--- config.mk ---
export PLATFORM = sky130hd
export DESIGN_NAME = ttc_top
export DESIGN_NICKNAME = d
export VERILOG_FILES = /design/src/rtl/ttc_pkg.sv /design/src/rtl/ttc_top.sv /design/src/rtl/ttc_parity.sv
export SDC_FILE = /design/constraint.sdc
export NUM_CORES = 1
export LEC_CHECK = 0
export BUFFER_PORTS_ARGS = -buffer_cell sky130_fd_sc_hd__buf_2
export CAP_MARGIN = 40
export CORE_MARGIN = 2
export CORE_UTILIZATION = 55
export CTS_CLUSTER_DIAMETER = 60
export DETAILED_ROUTE_END_ITERATION = 10
export PLACE_DENSITY_LB_ADDON = 0.2
export REMOVE_ABC_BUFFERS = 1
export SLEW_MARGIN = 10
export SYNTH_ARGS = -nofsm -noshare
export SYNTH_HDL_FRONTEND = slang
export SYNTH_SLANG_ARGS = --single-unit
export TNS_END_PERCENT = 10
--- constraint.sdc ---
create_clock -name CLK -period 7 [get_ports CLK]
set_input_delay 0.35 -clock CLK [delete_from_list [all_inputs] [get_ports CLK]]
set_output_delay 0.35 -clock CLK [all_outputs]
set_load 0.01 [all_outputs]
--- src/rtl/ttc_pkg.sv ---
package ttc_pkg;

  // clock and display timing, each time in its own unit
  localparam int CLK_PERIOD_NS = 10;
  localparam int NS_PER_MS = 1000000;
  localparam int BOOT_TIME_MS = 2000;
  localparam int SPIN_TIME_MS = 100;
  localparam int FLASH_TIME_MS = 250;

  ////////////////////////////////////////////////////////////////////////////////
  // register port map
  localparam logic [3:0] REG_CMD = 4'h0;
  localparam logic [3:0] REG_CTRL = 4'h1;
  localparam logic [3:0] REG_STATUS = 4'h2;

  // command register fields
  localparam int CMD_DATA_LSB = 0;
  localparam int CMD_ADDR_LSB = 8;
  localparam int CMD_WR_BIT = 24;
  localparam int CMD_REP_BIT = 25;
  localparam int RES_VALID_BIT = 8;
  localparam int RES_ERR_BIT = 9;

  // control register fields
  localparam int CTRL_RETRY_LSB = 0;
  localparam int CTRL_NODE_LSB = 4;
  localparam int CTRL_CLRERR_BIT = 16;
  localparam int CTRL_CLRQ_BIT = 17;
  localparam logic [3:0] RETRY_RESET = 4'h3;

  // status register fields
  localparam int STAT_LINK_LSB = 0;
  localparam int STAT_BUSY_BIT = 2;
  localparam int STAT_TAG_BIT = 3;
  localparam int STAT_ERRN_LSB = 4;
  localparam int STAT_OVF_BIT = 8;
  localparam int STAT_FATAL_BIT = 9;

  ////////////////////////////////////////////////////////////////////////////////
  // tag packet format
  localparam logic [7:0] OP_READ = 8'h01;
  localparam logic [7:0] OP_WRITE = 8'h02;
  localparam logic [7:0] OP_SIGNOFF = 8'h0F;
  localparam logic [2:0] TX_LAST = 3'h4;
  localparam logic [1:0] RX_LAST = 2'h2;
  localparam int TAG_ERR_BIT = 0;

  // error numbers shown on the display
  localparam logic [3:0] ERRN_NONE = 4'h0;
  localparam logic [3:0] ERRN_DEPART = 4'h1;
  localparam logic [3:0] ERRN_RETRY = 4'h2;

  // display characters
  localparam logic [7:0] CH_BLANK = 8'h20;
  localparam logic [7:0] CH_ZERO = 8'h30;
  localparam logic [7:0] CH_BAR0 = 8'h7C;
  localparam logic [7:0] CH_BAR1 = 8'h2F;
  localparam logic [7:0] CH_BAR2 = 8'h2D;
  localparam logic [7:0] CH_BAR3 = 8'h5C;
  localparam logic [7:0] CH_A = 8'h41;
  localparam logic [7:0] CH_C = 8'h43;
  localparam logic [7:0] CH_E = 8'h45;
  localparam logic [7:0] CH_I = 8'h49;
  localparam logic [7:0] CH_N = 8'h4E;
  localparam logic [7:0] CH_O = 8'h4F;
  localparam logic [7:0] CH_P = 8'h50;
  localparam logic [7:0] CH_R = 8'h52;
  localparam logic [7:0] CH_W = 8'h57;

  typedef enum logic [1:0] {LED_OFF, LED_ORANGE, LED_GREEN, LED_RED} ttc_led_t;
  typedef enum logic [1:0] {LINK_WAIT, LINK_PRE, LINK_CON, LINK_ERR} ttc_link_t;

  typedef struct packed {
    logic rep;
    logic wr;
    logic [15:0] addr;
    logic [7:0] data;
  } ttc_cmd_t;

  typedef struct packed {
    logic [7:0] seg0;
    logic [7:0] seg1;
    logic [7:0] seg2;
    logic [7:0] seg3;
  } ttc_disp_t;

endpackage

--- src/rtl/ttc_top.sv ---
// Our own choices: the placing of the registers and the strobed register port.
`timescale 1ns/100ps
`default_nettype none

// How it works
// - rightmost display segment shows a rotating bar while the logic runs.
// - left three segments show link state, or error with its number.
// - during boot all four segments show bus letter and node number.
// - fatal error halts the command engine and flashes the whole display.
// - LED turns orange when a tag arrives, changes once transfer works.
// - LED green when tag answers correctly, red after an erroneous exchange.
// - LED back to orange when exchange ends, off when tag leaves.
// - with tag present, host commands run at once, result returned.
// - commands arriving with no tag are stored and run on arrival.
// - stored commands are single-shot or repeating for every later tag.
// - stored commands all run before any direct command.
// - every packet carries byte parity and a longitudinal check byte.
// - a parity failure resends the whole packet.
// - each exchange not aborted ends with a sign-off packet to the tag.
// - unexpected tag departure aborts the exchange and returns the engine to idle.
// - departure without any write started raises no error.
// - departure after a write was started changes the link state to error.
module ttc_top import ttc_pkg::*; #(
  parameter int QDEPTH = 4,
  parameter int BOOT_CYCLES = BOOT_TIME_MS * (NS_PER_MS / CLK_PERIOD_NS),
  parameter int SPIN_CYCLES = SPIN_TIME_MS * (NS_PER_MS / CLK_PERIOD_NS),
  parameter int FLASH_CYCLES = FLASH_TIME_MS * (NS_PER_MS / CLK_PERIOD_NS),
  parameter logic [7:0] BUS_CODE = 8'h42, // arbitrary value
  parameter logic [11:0] NODE_RESET = 12'h001
) (
  input wire logic CLK, // system clock
  input wire logic RESET, // synchronous reset, active high
  input wire logic [3:0] ADDR, // register address
  input wire logic [31:0] WDATA, // write data
  input wire logic WR, // write strobe
  input wire logic RD, // read strobe
  output logic [31:0] RDATA, // read data, cycle after RD
  input wire logic TAG_PRESENT, // tag inside rf_field
  input wire logic TX_READY, // link takes TX_WORD
  output logic TX_VALID, // word to tag valid
  output logic [8:0] TX_WORD, // parity bit and byte to tag
  input wire logic RX_VALID, // word from tag valid
  input wire logic [8:0] RX_WORD, // parity bit and byte from tag
  input wire logic FATAL, // fatal system fault
  output ttc_led_t LED, // status LED colour
  output ttc_disp_t DISP // four display characters, seg0 leftmost
);
  localparam int QW = $clog2(QDEPTH);

  generate
    if (QDEPTH < 2 || QDEPTH > 8) begin : g_bad_depth
      $error("QDEPTH must be 2 to 8");
    end
    if (BOOT_CYCLES < 1 || SPIN_CYCLES < 1 || FLASH_CYCLES < 1) begin : g_bad_time
      $error("display timing counts must be at least one");
    end
  endgenerate

  typedef enum {E_IDLE, E_SEND, E_RSP, E_CHECK} ttc_eng_t;

  ttc_eng_t eng;
  ttc_cmd_t cur, pend_cmd, host_cmd;
  ttc_cmd_t q_cmd [QDEPTH];
  logic [QDEPTH-1:0] q_valid, q_done;
  logic [QW-1:0] q_sel, q_free, cur_idx;
  logic q_hit, q_has_free, cur_q, pend, signoff, in_exch, data_mod;
  logic [2:0] tx_idx;
  logic [1:0] rx_idx;
  logic [7:0] rx_stat, rx_data, rx_lrc, tx_byte, tx_lrc;
  logic rx_bad, rx_par, tx_par, pkt_ok, fin_cmd;
  logic [3:0] retries, retry_max, err_num;
  logic [11:0] node;
  logic link_err, ovf, fatal_seen, tag_q, good_seen, ex_err;
  logic [7:0] res_data;
  logic res_valid, res_err;
  logic [31:0] boot_cnt, spin_cnt, flash_cnt;
  logic [1:0] spin_ph;
  logic flash_ph;
  ttc_link_t link;
  logic host_cmd_wr, host_ctrl_wr, tag_rise, depart;

  assign host_cmd_wr = WR && (ADDR == REG_CMD);
  assign host_ctrl_wr = WR && (ADDR == REG_CTRL);
  assign host_cmd = '{rep: WDATA[CMD_REP_BIT], wr: WDATA[CMD_WR_BIT],
                      addr: WDATA[CMD_ADDR_LSB +: 16], data: WDATA[CMD_DATA_LSB +: 8]};
  assign tag_rise = TAG_PRESENT && !tag_q;
  assign depart = !TAG_PRESENT && (eng != E_IDLE || in_exch);

  ////////////////////////////////////////////////////////////////////////////////
  // pick the lowest stored command still to run, and the lowest free slot
  always_comb begin
    q_hit = 1'b0;
    q_sel = '0;
    q_has_free = 1'b0;
    q_free = '0;
    for (int i = QDEPTH - 1; i >= 0; i--) begin
      if (q_valid[i] && !q_done[i]) begin
        q_hit = 1'b1;
        q_sel = QW'(i);
      end
      if (!q_valid[i]) begin
        q_has_free = 1'b1;
        q_free = QW'(i);
      end
    end
  end

  // stored commands; stores only happen with no tag, so they never meet a finish
  always_ff @(posedge CLK) begin
    if (RESET) begin
      q_valid <= '0;
      q_done <= '0;
    end else begin
      if (tag_rise) begin
        q_done <= '0; // repeating entries become due again for each new tag
      end
      if (fin_cmd && cur_q) begin
        if (cur.rep) begin
          q_done[cur_idx] <= 1'b1;
        end else begin
          q_valid[cur_idx] <= 1'b0; // single-shot entry is spent
        end
      end
      if (host_ctrl_wr && WDATA[CTRL_CLRQ_BIT]) begin
        q_valid <= '0;
      end
      if (host_cmd_wr && !TAG_PRESENT && q_has_free) begin
        q_valid[q_free] <= 1'b1;
        q_cmd[q_free] <= host_cmd;
      end
    end
  end

  // one direct command may wait while stored ones run
  always_ff @(posedge CLK) begin
    if (RESET) begin
      pend <= 1'b0;
      pend_cmd <= '0;
      ovf <= 1'b0;
    end else begin
      if (fin_cmd && !cur_q) begin
        pend <= 1'b0;
      end
      if (host_ctrl_wr && WDATA[CTRL_CLRERR_BIT]) begin
        ovf <= 1'b0;
      end
      if (host_cmd_wr && TAG_PRESENT) begin
        if (!pend || (fin_cmd && !cur_q)) begin
          pend <= 1'b1;
          pend_cmd <= host_cmd;
        end else begin
          ovf <= 1'b1;
        end
      end else if (host_cmd_wr && !q_has_free) begin
        ovf <= 1'b1; // lost command is reported, never silently queued over
      end
    end
  end

  ////////////////////////////////////////////////////////////////////////////////
  // packet words: op, address high, address low, data, check byte
  always_comb begin
    case (tx_idx)
      3'h0: tx_byte = signoff ? OP_SIGNOFF : (cur.wr ? OP_WRITE : OP_READ);
      3'h1: tx_byte = cur.addr[15:8];
      3'h2: tx_byte = cur.addr[7:0];
      3'h3: tx_byte = cur.data;
      default: tx_byte = tx_lrc; // longitudinal check byte
    endcase
  end
  assign tx_lrc = (signoff ? OP_SIGNOFF : (cur.wr ? OP_WRITE : OP_READ))
                  ^ cur.addr[15:8] ^ cur.addr[7:0] ^ cur.data;

  ttc_parity u_tx_par (
    .BYTE(tx_byte),
    .PAR(tx_par)
  );
  ttc_parity u_rx_par (
    .BYTE(RX_WORD[7:0]),
    .PAR(rx_par)
  );

  assign TX_VALID = (eng == E_SEND);
  assign TX_WORD = {tx_par, tx_byte}; // transverse parity on each word
  assign pkt_ok = !rx_bad && (rx_lrc == 8'h00);
  assign fin_cmd = (eng == E_CHECK) && pkt_ok && !signoff && TAG_PRESENT;

  ////////////////////////////////////////////////////////////////////////////////
  // command engine: stored commands first, then direct, then sign-off
  always_ff @(posedge CLK) begin
    if (RESET) begin
      eng <= E_IDLE;
      cur <= '0;
      cur_q <= 1'b0;
      cur_idx <= '0;
      signoff <= 1'b0;
      in_exch <= 1'b0;
      data_mod <= 1'b0;
      tx_idx <= '0;
      rx_idx <= '0;
      rx_stat <= '0;
      rx_data <= '0;
      rx_lrc <= '0;
      rx_bad <= 1'b0;
      retries <= '0;
      link_err <= 1'b0;
      err_num <= ERRN_NONE;
    end else begin
      if (host_ctrl_wr && WDATA[CTRL_CLRERR_BIT]) begin
        link_err <= 1'b0;
        err_num <= ERRN_NONE;
      end
      if (depart) begin
        eng <= E_IDLE;
        in_exch <= 1'b0;
        data_mod <= 1'b0;
        signoff <= 1'b0;
        if (data_mod) begin
          link_err <= 1'b1; // early departure after a write
          err_num <= ERRN_DEPART;
        end // nothing written means nothing lost: no error
      end else begin
        case (eng)
          E_IDLE: begin
            tx_idx <= '0;
            retries <= '0;
            if (TAG_PRESENT && !link_err && !fatal_seen) begin // halted on fatal
              if (q_hit) begin
                cur <= q_cmd[q_sel]; // stored commands win over direct
                cur_q <= 1'b1;
                cur_idx <= q_sel;
                signoff <= 1'b0;
                in_exch <= 1'b1;
                data_mod <= data_mod | q_cmd[q_sel].wr;
                eng <= E_SEND;
              end else if (pend) begin
                cur <= pend_cmd;
                cur_q <= 1'b0;
                signoff <= 1'b0;
                in_exch <= 1'b1;
                data_mod <= data_mod | pend_cmd.wr;
                eng <= E_SEND;
              end else if (in_exch) begin
                signoff <= 1'b1; // close the exchange
                eng <= E_SEND;
              end
            end
          end
          E_SEND: begin
            if (TX_READY) begin
              if (tx_idx == TX_LAST) begin
                rx_idx <= '0;
                rx_lrc <= '0;
                rx_bad <= 1'b0;
                eng <= E_RSP;
              end else begin
                tx_idx <= tx_idx + 3'h1;
              end
            end
          end
          E_RSP: begin
            if (RX_VALID) begin
              rx_lrc <= rx_lrc ^ RX_WORD[7:0];
              rx_bad <= rx_bad | (rx_par != RX_WORD[8]);
              if (rx_idx == 2'h0) begin
                rx_stat <= RX_WORD[7:0];
              end
              if (rx_idx == 2'h1) begin
                rx_data <= RX_WORD[7:0];
              end
              if (rx_idx == RX_LAST) begin
                eng <= E_CHECK;
              end else begin
                rx_idx <= rx_idx + 2'h1;
              end
            end
          end
          E_CHECK: begin
            tx_idx <= '0;
            if (pkt_ok) begin
              eng <= E_IDLE;
              if (signoff) begin
                signoff <= 1'b0;
                in_exch <= 1'b0;
                data_mod <= 1'b0;
              end
            end else if (retries == retry_max) begin
              link_err <= 1'b1; // resend budget spent: abort
              err_num <= ERRN_RETRY;
              in_exch <= 1'b0;
              signoff <= 1'b0;
              eng <= E_IDLE;
            end else begin
              retries <= retries + 4'h1;
              eng <= E_SEND; // resend the whole packet
            end
          end
          default: eng <= E_IDLE;
        endcase
      end
    end
  end

  ////////////////////////////////////////////////////////////////////////////////
  // results for the host and LED history; new result beats the read-clear
  always_ff @(posedge CLK) begin
    if (RESET) begin
      res_data <= '0;
      res_valid <= 1'b0;
      res_err <= 1'b0;
      good_seen <= 1'b0;
      ex_err <= 1'b0;
      tag_q <= 1'b0;
      fatal_seen <= 1'b0;
      retry_max <= RETRY_RESET;
      node <= NODE_RESET;
    end else begin
      tag_q <= TAG_PRESENT;
      fatal_seen <= fatal_seen | FATAL;
      if (host_ctrl_wr) begin
        retry_max <= WDATA[CTRL_RETRY_LSB +: 4]; // steers the resend cap
        node <= WDATA[CTRL_NODE_LSB +: 12];
      end
      if (RD && ADDR == REG_CMD) begin
        res_valid <= 1'b0;
      end
      if (tag_rise) begin
        good_seen <= 1'b0;
        ex_err <= 1'b0;
      end
      if (fin_cmd) begin
        res_data <= rx_data;
        res_err <= rx_stat[TAG_ERR_BIT];
        res_valid <= 1'b1;
        good_seen <= 1'b1;
        ex_err <= ex_err | rx_stat[TAG_ERR_BIT];
      end
      if (link_err) begin
        ex_err <= 1'b1;
      end
    end
  end

  // colour follows tag presence and how the exchange went
  always_comb begin
    if (!TAG_PRESENT) begin
      LED = LED_OFF;
    end else if (ex_err) begin
      LED = LED_RED;
    end else if (in_exch && good_seen) begin
      LED = LED_GREEN;
    end else begin
      LED = LED_ORANGE; // arrival and end of exchange
    end
  end

  ////////////////////////////////////////////////////////////////////////////////
  // register reads, data in the cycle after the strobe
  always_ff @(posedge CLK) begin
    if (RESET) begin
      RDATA <= '0;
    end else begin
      RDATA <= '0;
      if (RD) begin
        case (ADDR)
          REG_CMD: RDATA <= {22'h000000, res_err, res_valid, res_data};
          REG_CTRL: RDATA <= {16'h0000, node, retry_max};
          REG_STATUS: RDATA <= {22'h000000, fatal_seen, ovf, err_num, TAG_PRESENT,
                                (eng != E_IDLE), link};
          default: RDATA <= '0;
        endcase
      end
    end
  end

  ////////////////////////////////////////////////////////////////////////////////
  // display timers; the bar stops with the logic on a fatal error
  always_ff @(posedge CLK) begin
    if (RESET) begin
      boot_cnt <= 32'(BOOT_CYCLES);
      spin_cnt <= '0;
      flash_cnt <= '0;
      spin_ph <= '0;
      flash_ph <= 1'b0;
    end else begin
      if (boot_cnt != '0) begin
        boot_cnt <= boot_cnt - 32'h1;
      end
      if (spin_cnt == 32'(SPIN_CYCLES - 1)) begin
        spin_cnt <= '0;
        if (!fatal_seen) begin
          spin_ph <= spin_ph + 2'h1;
        end
      end else begin
        spin_cnt <= spin_cnt + 32'h1;
      end
      if (flash_cnt == 32'(FLASH_CYCLES - 1)) begin
        flash_cnt <= '0;
        flash_ph <= ~flash_ph;
      end else begin
        flash_cnt <= flash_cnt + 32'h1;
      end
    end
  end

  always_comb begin
    if (link_err) begin
      link = LINK_ERR;
    end else if (!TAG_PRESENT) begin
      link = LINK_WAIT;
    end else if (q_hit || (eng != E_IDLE && cur_q && !signoff)) begin
      link = LINK_PRE;
    end else begin
      link = LINK_CON;
    end
  end

  // display register
  always_ff @(posedge CLK) begin
    if (RESET) begin
      DISP <= '{CH_BLANK, CH_BLANK, CH_BLANK, CH_BLANK};
    end else if (boot_cnt != '0) begin
      DISP <= '{BUS_CODE, CH_ZERO + {4'h0, node[11:8]}, CH_ZERO + {4'h0, node[7:4]},
                CH_ZERO + {4'h0, node[3:0]}};
    end else if (fatal_seen && flash_ph) begin
      DISP <= '{CH_BLANK, CH_BLANK, CH_BLANK, CH_BLANK}; // both areas flash
    end else begin
      case (link)
        LINK_ERR: begin
          DISP.seg0 <= CH_E;
          DISP.seg1 <= CH_ZERO;
          DISP.seg2 <= CH_ZERO + {4'h0, err_num};
        end
        LINK_PRE: {DISP.seg0, DISP.seg1, DISP.seg2} <= {CH_P, CH_R, CH_E};
        LINK_CON: {DISP.seg0, DISP.seg1, DISP.seg2} <= {CH_C, CH_O, CH_N};
        default: {DISP.seg0, DISP.seg1, DISP.seg2} <= {CH_W, CH_A, CH_I};
      endcase
      case (spin_ph)
        2'h0: DISP.seg3 <= CH_BAR0;
        2'h1: DISP.seg3 <= CH_BAR1;
        2'h2: DISP.seg3 <= CH_BAR2;
        default: DISP.seg3 <= CH_BAR3;
      endcase
    end
  end

endmodule

`default_nettype wire

--- src/rtl/ttc_parity.sv ---
`timescale 1ns/100ps
`default_nettype none

// odd transverse parity of one packet byte
module ttc_parity (
  input wire logic [7:0] BYTE, // byte to protect
  output logic PAR // parity bit making the nine-bit word odd
);
  assign PAR = ~(^BYTE);
endmodule

`default_nettype wire

Yosys cells after proc, flatten, opt, wreduce, memory -nomap -nowiden
Memory sizes are Yosys's and may differ from the RTL's.
Index checks and enable logic that the tools add are counted.
Widths: inputs -> output; s select.
Word-level totals
  bits in registers: 325
  RAM bits: 104
  input port bits: 53
  output and inout port bits: 76
  logic and storage cells: 324
  memories: 1
Cells by class
  $add $sub $neg: 11
  order comparisons: 4
  equal/unequal tests: 37
  multiplexer cells: 123
  bitwise operators: 19
  reduce and logical (&&, ||, !) cells: 82
Memories
  q_cmd: depth 4, bits a word 26, read ports 1, clocked after memory_dff 0, wr ports 1, line ttc_top.sv:63  | ttc_cmd_t q_cmd [QDEPTH];
Operators by type and width (number)
  $mux 32: 8
  $pmux 32 s4: 1
  $eq 32x2->1 const B: 3
  $mux 4: 18
  $add 32x1->32 const B: 2
  $reduce_bool 32->1: 2
  $pmux 21 s3: 1
  $mux 31: 2
  $mux 1: 54
  $mux 26: 2
  $pmux 16 s3: 1
  $mux 2: 19
  $eq 32x1->1 const B: 1
  $eq 32x24->1 const B: 1
  $eq 32x25->1 const B: 1
  $eq 32x3->1 const B: 1
  $logic_not 32->1: 1
  $pmux 8 s4: 1
  $sub 32x1->32 const B: 1
  $logic_and 1x1->1: 29
  $add 6x4->7 const A: 4
  $reduce_and 4->1: 7
  $mux 8: 3
  $xor 8x8->8: 3
  other kinds (45): 110

Logic depth before layout (Yosys ltp)
Gate-level depths: netlist of run 1.
  word-level depth: 14
  mapped depth: 11
  gate-level depth less buffers: 8

Hierarchy
A second synthesis of run 1 with hierarchy kept.
Second synthesis, totals
  cell total of the unflattened synthesis: 1609
  area total of the unflattened synthesis: 15962.8 sq um
By module, submodules not included
  ttc_top: times used 1, cells each 1595, area an instance 15840.2 sq um, sequential area each 8568.2 sq um
  ttc_parity: times used 2, cells each 7, area an instance 61.3 sq um, sequential area each 0.0 sq um

Worst setup path after synthesis of run 1
OpenSTA, ideal clock, no wires.
  kind: input port to flip-flop
  start point: in ADDR[1]
  end point: mem q_cmd[0][0] (netlist name) (enable)
  setup time: 0.478 ns
  arrival time: 3.571 ns
  data required time: 6.522 ns
  path slack: 2.951 ns
  stages: 3
  path buffers: 0
  cell sequence: nor4_1 nand2_1 nor4_1
On the way
  word-level cells in the longest chain between the ends: 7
Ends and longest elaborated chain
  start, declared: line ttc_top.sv:33  | input wire logic [3:0] ADDR,
  $logic_not 4->1: line ttc_top.sv:82  | assign host_cmd_wr = WR && (ADDR == REG_CMD);
  $logic_and 1x1->1: line ttc_top.sv:82
  $logic_and 1x1->1 (2 in series): line ttc_top.sv:127  | if (host_cmd_wr && !TAG_PRESENT && q_has_free) begin
  $mux 1: line ttc_top.sv:127
  $mux 1: line ttc_top.sv:110  | if (RESET) begin
  $mux 1 (not written as such): line ttc_top.sv:129  | q_cmd[q_free] <= host_cmd;
  end, declared: line ttc_top.sv:63
No other way between the ends.

Worst setup path in the final report of run 1
  start point: reg tx_idx[0]
  end point: out TX_WORD[8]
On the way
  word-level cells in the longest chain between the ends: 4
  elaborated cells between the ends (all ways): 7
  those cells by class: eq/ne (3); mux (1); bitwise (1); reduce/logical (2)
Ends and longest elaborated chain
  start, declared: line ttc_top.sv:67  | logic [2:0] tx_idx;
  start signal, assigned: line ttc_top.sv:257  | tx_idx <= tx_idx + 3'h1;
  $eq 3x2->1, or another cell as far along: line ttc_top.sv:163  | case (tx_idx)
  $pmux 8 s4 *: line ttc_top.sv:163
  $reduce_xor 8->1 *: line ttc_parity.sv:9  | assign PAR = ~(^BYTE);
  $not 1->1 *: line ttc_parity.sv:9
  end, declared: line ttc_top.sv:41  | output logic [8:0] TX_WORD,
Every way passes the cells marked *; elsewhere a longest branch is shown, timed or not.

==> flow_metrics.py, run 1 <==
metrics = {
    "die": {
        "start_util": 0.559,
        "rows": 62,
        "die_area_mm2": 0.0306,
        "die_height_um": 175,
        "core_area_mm2": 0.0287,
        "io_pins": 129,
        "die_x_um": 175,
    },
    "logic_synthesis": {
        "post_synth_inst_count": 1630,
        "yosys-top-cells-area": "dfxtp_1 (34%), edfxtp_1 (19%), nor2_1 (4.6%), mux2i_1 (4.5%), nand2_1 (4.1%)",
        "synth_area_mm2": 0.0160,
        "synthArstFlopShare": 0,
        "avgSynthCellArea_um2": 9.85,
        "synth_edf_count": 104,
        "ys_warn_count": 0,
        "yosysTopAreaCell": "dfxtp_1",
        "ys.flop_type": "dfxtp_1",
        "synth_top_area_frac": 0.339,
        "synth_seq_area_share": 0.534,
        "ys_types": 69,
        "ys_seq_elements": 376,
    },
    "cts": {
        "clock_latency_ps": 530,
        "cts_max_level": 2,
        "cts_buffer_depth": 3,
        "cts_sinks": 376,
        "root_buffer": "clkbuf_16",
        "ctsHoldBuffers": 0,
        "postCtsSetupBuffers": 0,
        "cts_tree": "done",
        "numCtsBuffers": 40,
        "cts.clk_slew.worst_paths_ps": 60,
        "cts_resized": 0,
    },
    "min_path": {
        "worstHoldPathType": "in -> reg",
        "timing.hold.worst_endpoint": "fatal_seen",
        "hold_path_depth": 3,
        "hold_start": "FATAL",
    },
    "power_and_ir_drop": {
        "power_w": 0.00484,
        "switching_power_w": 0.00109,
        "seqPwrFrac": 0.476,
        "clkPwrFrac": 0.457,
        "p_sw_frac": 0.226,
        "pwr-share-comb": 0.068,
        "p_leak_nw": 7.10,
        "vdd_drop_max_mv": 0.188,
        "powerDensity_mw_per_mm2": 265,
        "intPower_w": 0.00375,
    },
    "timing": {
        "drv_slew": 0,
        "hold_viol_final": 0,
        "clock.fmax_mhz": 251,
        "post-route-min-period_ps": 3990,
        "fin_tns_setup_ps": 0,
        "slew_headroom": 0.380,
        "rsz0062_at_grt": "no",
        "setup_violations": 0,
        "finalCritPeriodShare": 0.570,
        "fin_worst_skew_ps": 12.1,
        "tightest_slew_ps": 921,
    },
    "worst_setup_path": {
        "cp-end-kind": "output pin",
        "crit_required_ps": 6650,
        "cp_max_fo": 12,
        "crit_path_start_kind": "flip-flop",
        "critPathTopFamily": "compound AO/OA/AOI/OAI gates",
        "cp_slowest_stage_delay_ps": 710,
        "arrival_ps": 3640,
        "critPathBufInv": 2,
        "cpMaxStageDelayCell": "o21bai_1",
        "reg2reg_depth": 7,
        "r2r_slack_ps": 4190,
        "cp_cell_sequence": "inv_1, ha_1, nor3_1, o21bai_1, o21ai_0, a211o_1, xnor3_1, xnor3_1, buf_2",
        "r2r-start": "boot_cnt[12]",
        "critPathMostFrequentCell": "xnor3_1",
        "critical_path_class": "reg -> out",
        "r2r_end": "DISP[19]",
    },
    "placement": {
        "gp_congestion": 0.837,
        "dpl_cell_area_mm2": 0.0169,
        "io_buffers": 101,
        "place_hpwl_um": 24700,
    },
    "job": {
        "cap_violations": 0,
    },
    "drt": {
        "drc": 0,
        "vias_per_cell": 5.63,
        "dr.pass1.iters": 7,
        "vias": 12000,
        "drt-total-wl_um": 37000,
        "wl_per_cell_um": 17.4,
        "ant_nets": 0,
        "drtIter0Drc": 793,
    },
    "layout": {
        "final_area_mm2": 0.0183,
        "final_nets": 1784,
        "drive_gt1_frac": 0.127,
        "fin_util": 0.637,
        "diodes": 0,
        "area_growth_pct": 14.0,
    },
    "global_routing": {
        "grt_max_degree": 67,
        "grt_pass1_vias": 11500,
        "antenna_found_initial": 1,
        "grt_pass1_wl_um": 59900,
        "grt.overflow.total": 0,
        "track_usage": 0.241,
    },
    "status": {
        "outcome": "completed",
    },
}
[registers in the layout, summed over array words and instances (netlist names), 2 cells and up]
register / cells
q_cmd: 104
boot_cnt: 32
flash_cnt: 32
spin_cnt: 32
cur: 26
pend_cmd: 26
DISP: 25
RDATA: 16
node: 12
res_data: 8
rx_data: 8
rx_lrc: 8
err_num: 4
q_done: 4
q_valid: 4
retries: 4
retry_max: 4
tx_idx: 3
cur_idx: 2
eng: 2
rx_idx: 2
spin_ph: 2
[cell usage in the layout (no fill, tap or decap), types with 14 or more instances in the layout]
| master | count |
|---|---|
| dfxtp_1 | 272 |
| nor2_1 | 195 |
| nand2_1 | 176 |
| a21oi_1 | 123 |
| edfxtp_1 | 104 |
| buf_2 | 102 |
| mux2i_1 | 72 |
| xor2_1 | 60 |
| xnor2_1 | 56 |
| nand3_1 | 50 |
| clkbuf_16 | 41 |
| o21ai_0 | 32 |
| a211oi_1 | 31 |
| inv_1 | 29 |
| nand2b_1 | 26 |
| o22a_1 | 25 |
| nor3_1 | 23 |
| and3_1 | 23 |
| conb_1 | 21 |
| a22oi_1 | 19 |
| nand4_1 | 19 |
| ha_1 | 19 |
| buf_4 | 16 |
| nand3b_1 | 14 |
[kinds of logic (layout without fill, tap and decap cells)]
logic type,count (synthesis),in the layout,synth area share
AO/OA/AOI/OAI,282,282,0.112
XOR/XNOR,118,118,0.0661
adder cells (fa/ha/maj),19,19,0.0148
buffers and inverters,135,227,0.0387
flip-flops,376,376,0.534
multiplexers,75,75,0.0470
other,1,21,0.000234
AND/OR/NAND/NOR,624,624,0.187
[cell usage after synthesis (6+ instances only)]
library cell,count
nand4_1,19
o21ai_0,32
buf_2,14
a22oi_1,19
nand3b_1,14
nor4_1,15
nand3_1,50
ha_1,19
and2_1,12
nand2_1,177
nand2b_1,26
nor3_1,23
inv_1,29
o22a_1,25
mux2i_1,72
nor2_1,198
a211oi_1,31
xnor2_1,56
buf_4,26
clkbuf_1,60
a211o_1,6
nor4b_1,10
nor2b_1,14
edfxtp_1,104
dfxtp_1,272
nor3b_1,6
a21oi_1,123
or3_1,13
xor2_1,60
and3_1,23
[worst register-to-register path, stage by stage (launching register included)]
cell     delay (ps)
dfxtp_1         350
or4_4           560
nor2_1          560
nand3_1         150
buf_4           250
nor4_1          630
a21oi_1         130
nor2_1          120
[worst max-delay path by stage]
stage / from / cells after the start / end / slack [ps]
3_5_place_dp: tx_idx[0] / 9 / TX_WORD[8] / 3660
2_1_floorplan: ADDR[1] / 3 / q_cmd[0][0] / 2290
5_1_grt: tx_idx[0] / 9 / TX_WORD[8] / 2850
4_1_cts: tx_idx[0] / 9 / TX_WORD[8] / 3070
3_3_place_gp: tx_idx[0] / 9 / TX_WORD[8] / 3730
6_report: tx_idx[0] / 9 / TX_WORD[8] / 3010
[metrics by stage]
step | setup slack (ps) | hold WS, ps | instances
after CTS | 3070 | 40.0 | 2125
final | 3010 | 46.5 | 2126
after global placement | 3730 | 438 | 2047
after global routing | 2850 | 43.7 | 2126
after detailed placement | 3660 | 448 | 2053
after floorplan | 2290 | 419 | 1546
[metal layers]
layer,GRT usage,part of all wire
met5,0,0
met4,0.0552,0.016
met2,0.403,0.46
met1,0.331,0.47
met3,0.0387,0.054
[power groups by stage]
stage / Sequential, W / Combinational (W) / Clock (W)
4_1_cts: 0.00230 / 0.000326 / 0.00224
5_1_grt: 0.00231 / 0.000366 / 0.00233
3_3_place_gp: 0.00235 / 0.000313 / 0
6_report: 0.00230 / 0.000328 / 0.00221
2_1_floorplan: 0.00234 / 0.000210 / 0
3_5_place_dp: 0.00235 / 0.000322 / 0
[area by class of cell]
type / instances / area (um^2)
flip-flops and latches: 376 / 8570
fillers: 2366 / 10400
repair buffers: 124 / 747
well taps: 384 / 480
multi-input cells: 1139 / 7000
clock inverters: 20 / 255
inverters: 31 / 116
clock buffers: 52 / 1130
No activity file was read; power rests on OpenSTA's default activity.
==> run 2: changes to the inputs <==
==> constraint.sdc (replaced) <==
create_clock -name CLK -period 4 [get_ports CLK]
set_input_delay 0.2 -clock CLK [delete_from_list [all_inputs] [get_ports CLK]]
set_output_delay 0.2 -clock CLK [all_outputs]
set_load 0.01 [all_outputs]
==> run 2 against run 1 <==
Register-to-register slack worse by 2900 ps; non-clock buffer count increased by 32; global-route usage rose by 0.30 points; flip-flop and latch count unchanged; sequential share of layout area decreased by 0.65 points; clock power increased by 74%; cell count grew 1.4%; critical path depth unchanged; critical path type unchanged; largest cell class unchanged; largest power group unchanged.
==> flow_metrics.py, run 2 (synthesis gave the netlist of run 1 again) <==
metrics = {
    "status": {
        "outcome": "completed",
    },
    "worst_setup_path": {
        "crit_path_start_kind": "flip-flop",
        "arrival_ps": 3270,
        "cp_slowest_stage_delay_ps": 530,
        "critPathBufInv": 3,
        "crit_required_ps": 3800,
        "cp_cell_sequence": "inv_1, ha_1, o21bai_1, buf_4, nor3b_1, a211o_1, xnor3_1, xnor3_1, buf_2",
        "cpMaxStageDelayCell": "dfxtp_1",
        "critPathTopFamily": "XOR/XNOR gates",
        "critPathMostFrequentCell": "xnor3_1",
        "cp-end-kind": "output pin",
        "critical_path_class": "reg -> out",
        "cp_max_fo": 12,
    },
    "min_path": {
        "worstHoldPathType": "in -> reg",
    },
    "timing": {
        "hold_ws_ps": 8.05,
        "drv_slew": 0,
        "finalCritPeriodShare": 0.868,
        "fin_worst_skew_ps": 8.68,
        "finalWorstSetupSlack_ps": 530,
        "clock.fmax_mhz": 288,
        "tightest_slew_ps": 898,
        "setup_violations": 0,
        "rsz0062_at_grt": "no",
        "post-route-min-period_ps": 3470,
        "slew_headroom": 0.400,
        "hold_viol_final": 0,
    },
    "power_and_ir_drop": {
        "switching_power_w": 0.00190,
        "seqPwrFrac": 0.476,
        "p_leak_nw": 7.20,
        "intPower_w": 0.00656,
        "powerDensity_mw_per_mm2": 456,
        "pwr-share-comb": 0.070,
        "clkPwrFrac": 0.454,
        "vdd_drop_max_mv": 0.322,
        "p_sw_frac": 0.225,
    },
    "layout": {
        "final_nets": 1815,
        "num-fill-cells": 2332,
        "diodes": 0,
        "drive_gt1_frac": 0.122,
        "layout_commonest_cell": "dfxtp_1",
        "area_growth_pct": 15.6,
        "largest_reg_flops": 104,
        "most-common-layout-cells": "dfxtp_1 (272), nor2_1 (195), nand2_1 (176)",
        "fin_util": 0.646,
        "regMostFlops": "q_cmd",
    },
    "placement": {
        "place_hpwl_um": 24600,
        "io_buffers": 101,
        "gp_congestion": 0.831,
        "pre_cts_ws_ps": 1170,
    },
    "die": {
        "die_area_mm2": 0.0306,
        "io_pins": 129,
        "core_area_mm2": 0.0287,
        "die_height_um": 175,
        "die_x_um": 175,
        "start_util": 0.559,
        "rows": 62,
    },
    "global_routing": {
        "grt_pass1_vias": 11700,
        "grt_max_degree": 80,
        "grt_pass1_wl_um": 60700,
        "grt.overflow.total": 0,
        "antenna_found_initial": 0,
        "track_usage": 0.244,
    },
    "cts": {
        "clock_latency_ps": 520,
        "cts_resized": 0,
        "root_buffer": "clkbuf_16",
        "cts_max_level": 2,
        "cts_sinks": 376,
        "cts_buffer_depth": 3,
        "cts_tree": "done",
        "cts.clk_slew.worst_paths_ps": 60,
        "numCtsBuffers": 39,
    },
    "drt": {
        "dr.pass1.iters": 6,
        "vias_per_cell": 5.61,
        "drtIter0Drc": 975,
        "wl_per_cell_um": 17.4,
        "drt-total-wl_um": 37400,
        "ant_nets": 0,
        "drc": 0,
        "vias": 12100,
    },
    "job": {
        "cap_violations": 0,
    },
}
==> run 2: through the flow <==
step           instances  power (W)  cell area (um^2)  setup TNS, ps
6_report            2156    0.00846             18500              0
5_1_grt             2156    0.00873             18500              0
4_1_cts             2156    0.00849             18500              0
3_5_place_dp        2054    0.00467             16900              0
3_3_place_gp        2052    0.00466             16800              0
2_1_floorplan       1546    0.00447             15600         -19610
==> run 2: final timing paths <==
| check | start | endpoint | slack, ps | depth (start not counted) |
|---|---|---|---|---|
| worst max register to register | eng[0] | cur[13] | 1300 | 7 |
| worst min-delay path | RX_WORD[4] | rx_data[4] | 8 | 3 |
| worst max-delay path | tx_idx[2] | TX_WORD[8] | 530 | 9 |
| worst min register to register | pend_cmd[10] | pend_cmd[10] | 450 | 2 |
==> run 2: cell type report <==
class	count	area (um^2)	share of cell area
clock buffers	56	1170	0.0632
clock inverters	14	198	0.0107
well taps	384	480	0.0259
multi-input cells	1139	6990	0.377
flip-flops and latches	376	8570	0.462
repair buffers	156	1020	0.0552
inverters	31	116	0.00627
==> run 2: metal layers <==
layer / share of wire / track usage / wire length (um)
met1: 0.46 / 0.346 / 17300
met2: 0.46 / 0.397 / 17300
met3: 0.054 / 0.0344 / 2010
met4: 0.020 / 0.0601 / 758
met5: 0 / 0 / 0
==> run 2: power groups by stage <==
stage	combinational [W]	sequential [W]	clock [W]
detailed placement	0.000562	0.00411	0
floorplan	0.000367	0.00410	0
global route	0.000662	0.00404	0.00403
CTS	0.000590	0.00403	0.00388
finish	0.000596	0.00403	0.00384
global placement	0.000550	0.00411	0
==> run 2: tightest hold or removal path, cell delays in order <==
cell and delay [ps]:
buf_2 120, mux2i_1 70, nor2_1 90
==> run 2: what timing repair did <==
| action | CTS | global route |
|---|---|---|
| buffers inserted | 0 | 0 |
| endpoints found under the hold margin | 143 | 0 |
| hold buffers | 32 | 0 |
==> run 3: changes to the inputs <==
--- a/config.mk
+++ b/config.mk
@@ -5,6 +5,7 @@
 export SDC_FILE = /design/constraint.sdc
 export NUM_CORES = 1
 export LEC_CHECK = 0
+export ABC_AREA = 1
 export BUFFER_PORTS_ARGS = -buffer_cell sky130_fd_sc_hd__buf_2
 export CAP_MARGIN = 40
 export CORE_MARGIN = 2
==> run 3 against run 2 <==
Flip-flop and latch count did not move; sequential share of layout area fell by 3.1 points; non-clock buffer count fell by 8; cell count rose by 29%; global-route usage rose by 3.4 points; clock skew rose by 5.8 ps; combinational power rose to 3.0 times the previous value; highest routed layer unchanged.
==> flow_metrics.py, run 3 <==
metrics = {
    "placement": {
        "dpl_cell_area_mm2": 0.0182,
        "io_buffers": 101,
        "place_hpwl_um": 31400,
        "gp_congestion": 0.929,
    },
    "die": {
        "rows": 65,
        "die_x_um": 183,
        "core_area_mm2": 0.0315,
        "start_util": 0.557,
        "die_height_um": 183,
        "io_pins": 129,
        "die_area_mm2": 0.0333,
    },
    "worst_setup_path": {
        "critPathBufInv": 4,
        "cp_cell_sequence": "inv_2, ha_1, inv_2, nand2_2, nor2_4, nor2_1, nor2_1, nand2_1, nand2_1, nand2_1, nand2_2, inv_2, nand2_1, nand2_1, buf_2",
        "r2r_end": "DISP[18]",
        "r2r_slack_ps": 1480,
        "r2r-start": "boot_cnt[0]",
        "arrival_ps": 2720,
        "critPathTopFamily": "simple AND/OR/NAND/NOR gates",
        "reg2reg_depth": 8,
        "critical_path_class": "reg -> out",
        "cp_slowest_stage_delay_ps": 370,
        "cpMaxStageDelayCell": "ha_1",
        "crit_start": "tx_idx[2]",
        "cp-end-kind": "output pin",
        "cp_max_fo": 17,
        "path_depth": 15,
        "critPathMostFrequentCell": "nand2_1",
        "crit_path_start_kind": "flip-flop",
        "worstSetupEndpoint": "TX_WORD[8]",
        "crit_required_ps": 3800,
    },
    "logic_synthesis": {
        "ys.flop_type": "dfxtp_1",
        "synth_compound_area_frac": 0.106,
        "synth_common_cells": "nand2_1 (491), dfxtp_1 (272), nor2_1 (236)",
        "synth_area_mm2": 0.0175,
        "synthArstFlopShare": 0,
        "synth_edf_count": 104,
        "synth_top_family_by_area": "simple AND/OR/NAND/NOR gates",
        "ys_types": 57,
        "yosysTopAreaCell": "dfxtp_1",
        "avgSynthCellArea_um2": 7.88,
        "synth_top_area_frac": 0.310,
        "synth_fa_ha_area_frac": 0.0136,
        "ys_seq_elements": 376,
        "synth_simple_gate_area_share": 0.290,
        "synthXorXnorAreaFrac": 0.0205,
        "synthMuxAreaShare": 0,
        "yosysMostFrequentCell": "nand2_1",
        "ys_warn_count": 0,
        "yosys-top-cells-area": "dfxtp_1 (31%), edfxtp_1 (18%), nand2_1 (11%), a21oi_1 (5.1%), nor2_1 (5.1%)",
        "post_synth_inst_count": 2225,
        "synth_seq_area_share": 0.489,
    },
    "timing": {
        "finalCritPeriodShare": 0.730,
        "hold_viol_final": 0,
        "slew_headroom": 0.419,
        "fin_tns_setup_ps": 0,
        "clock.fmax_mhz": 343,
        "fin_worst_skew_ps": 14.5,
        "tightest_slew_ps": 864,
        "setup_violations": 0,
        "drv_slew": 0,
        "rsz0062_at_grt": "no",
        "post-route-min-period_ps": 2920,
    },
    "layout": {
        "drive_gt1_frac": 0.128,
        "layout_commonest_cell": "nand2_1",
        "diodes": 0,
        "regMostFlops": "q_cmd",
        "final_area_mm2": 0.0199,
        "largest_reg_flops": 104,
        "area_growth_pct": 13.3,
        "final_nets": 2417,
        "most-common-layout-cells": "nand2_1 (491), dfxtp_1 (272), nor2_1 (236)",
    },
    "drt": {
        "vias_per_cell": 5.49,
        "ant_nets": 0,
        "vias": 15200,
        "drt-total-wl_um": 46400,
        "dr.pass1.iters": 5,
        "drc": 0,
        "wl_per_cell_um": 16.7,
        "drtIter0Drc": 1093,
    },
    "global_routing": {
        "use_met2": 0.470,
        "grtUsageMet3": 0.0387,
        "grtUsageMet1": 0.360,
        "grt_pass1_wl_um": 74000,
        "grt_max_degree": 60,
        "grt.overflow.total": 0,
        "grt_pass1_vias": 14500,
        "antenna_found_initial": 0,
        "track_usage": 0.279,
        "busiest_layer": "met2",
    },
    "cts": {
        "cts_max_level": 2,
        "cts_buffer_depth": 3,
        "numCtsBuffers": 41,
        "cts_sinks": 376,
        "root_buffer": "clkbuf_16",
        "postCtsSetupBuffers": 0,
        "cts.clk_slew.worst_paths_ps": 50,
        "clock_latency_ps": 540,
        "cts_tree": "done",
    },
    "power_and_ir_drop": {
        "powerDensity_mw_per_mm2": 489,
        "vdd_drop_max_mv": 0.444,
        "p_leak_nw": 7.83,
    },
    "min_path": {
        "worstHoldPathType": "in -> reg",
        "hold_path_depth": 3,
    },
    "status": {
        "outcome": "completed",
    },
    "job": {
        "cap_violations": 0,
    },
}
run 3: cell count changes after synthesis, sizes merged, moves of 26 or more:
cell	before	now
a211oi	32	6
a21oi	123	180
clkbuf	60	27
inv	30	237
mux2i	72	0
nand2	177	515
nand3	50	179
nor2	198	277
nor3	23	52
o21ai	34	132
xnor2	56	18
xor2	60	23
run 3: what timing repair did:
item	4_1_cts	5_1_grt
hold buffers	31	0
gates resized for setup	0	0
hold endpoints to repair	121	0
run 3: cell families after synthesis:
group / after synthesis
fa+ha+maj: 19
buf+inv: 330
flops: 376
simple gates: 1113
other cells: 1
compound gates: 345
xor+xnor: 41
run 3: routing by layer:
layer / vias up / wire length [um] / share of wire
met4: 0 / 1840 / 0.040
met2: 543 / 21800 / 0.47
met3: 87 / 3450 / 0.074
met1: 7105 / 19300 / 0.42
met5: - / 0 / 0
li1: 7509 / - / -
run 3: worst min path at each step:
stage	startpoint	endpoint	slack, ps
finish	RX_WORD[3]	rx_data[3]	20
global route	RX_WORD[3]	rx_data[3]	40
CTS	RX_WORD[6]	rx_data[6]	5
detailed placement	WDATA[22]	q_cmd[3][22]	430
global placement	spin_cnt[0]	spin_cnt[0]	430
floorplan	RESET	DISP[17]	270
run 3: tightest hold or removal path: stages:
cell     delay [ps]
buf_2           120
o21ai_0          90
a21oi_1         100
run 3: area by class of cell:
cell class	instances	area, um^2
clock buffer	60	1190
clock inverter	14	159
fill	2731	11600
inverter	239	901
multi-input combinational	1539	7610
sequential	376	8570
tap	402	503
timing repair buffer	148	936
run 3: power by group:
part           leakage (nW)  internal [W]  total, W  switching (W)
Clock                 0.665       0.00226   0.00379        0.00152
Combinational          4.03      0.000585   0.00178        0.00119
Sequential             3.14       0.00403   0.00415       0.000113
run 3: per-stage QoR:
step	setup slack [ps]	instances	hold WS, ps	util	total power [W]
final	1080	2778	20.9	0.631	0.00971
after global routing	777	2778	35.6	0.631	0.0102
after CTS	1080	2778	5.48	0.631	0.00974
after detailed placement	1560	2673	432	0.579	0.00596
after global placement	1600	2673	431	0.579	0.00591
after floorplan	953	2154	269	-	0.00549
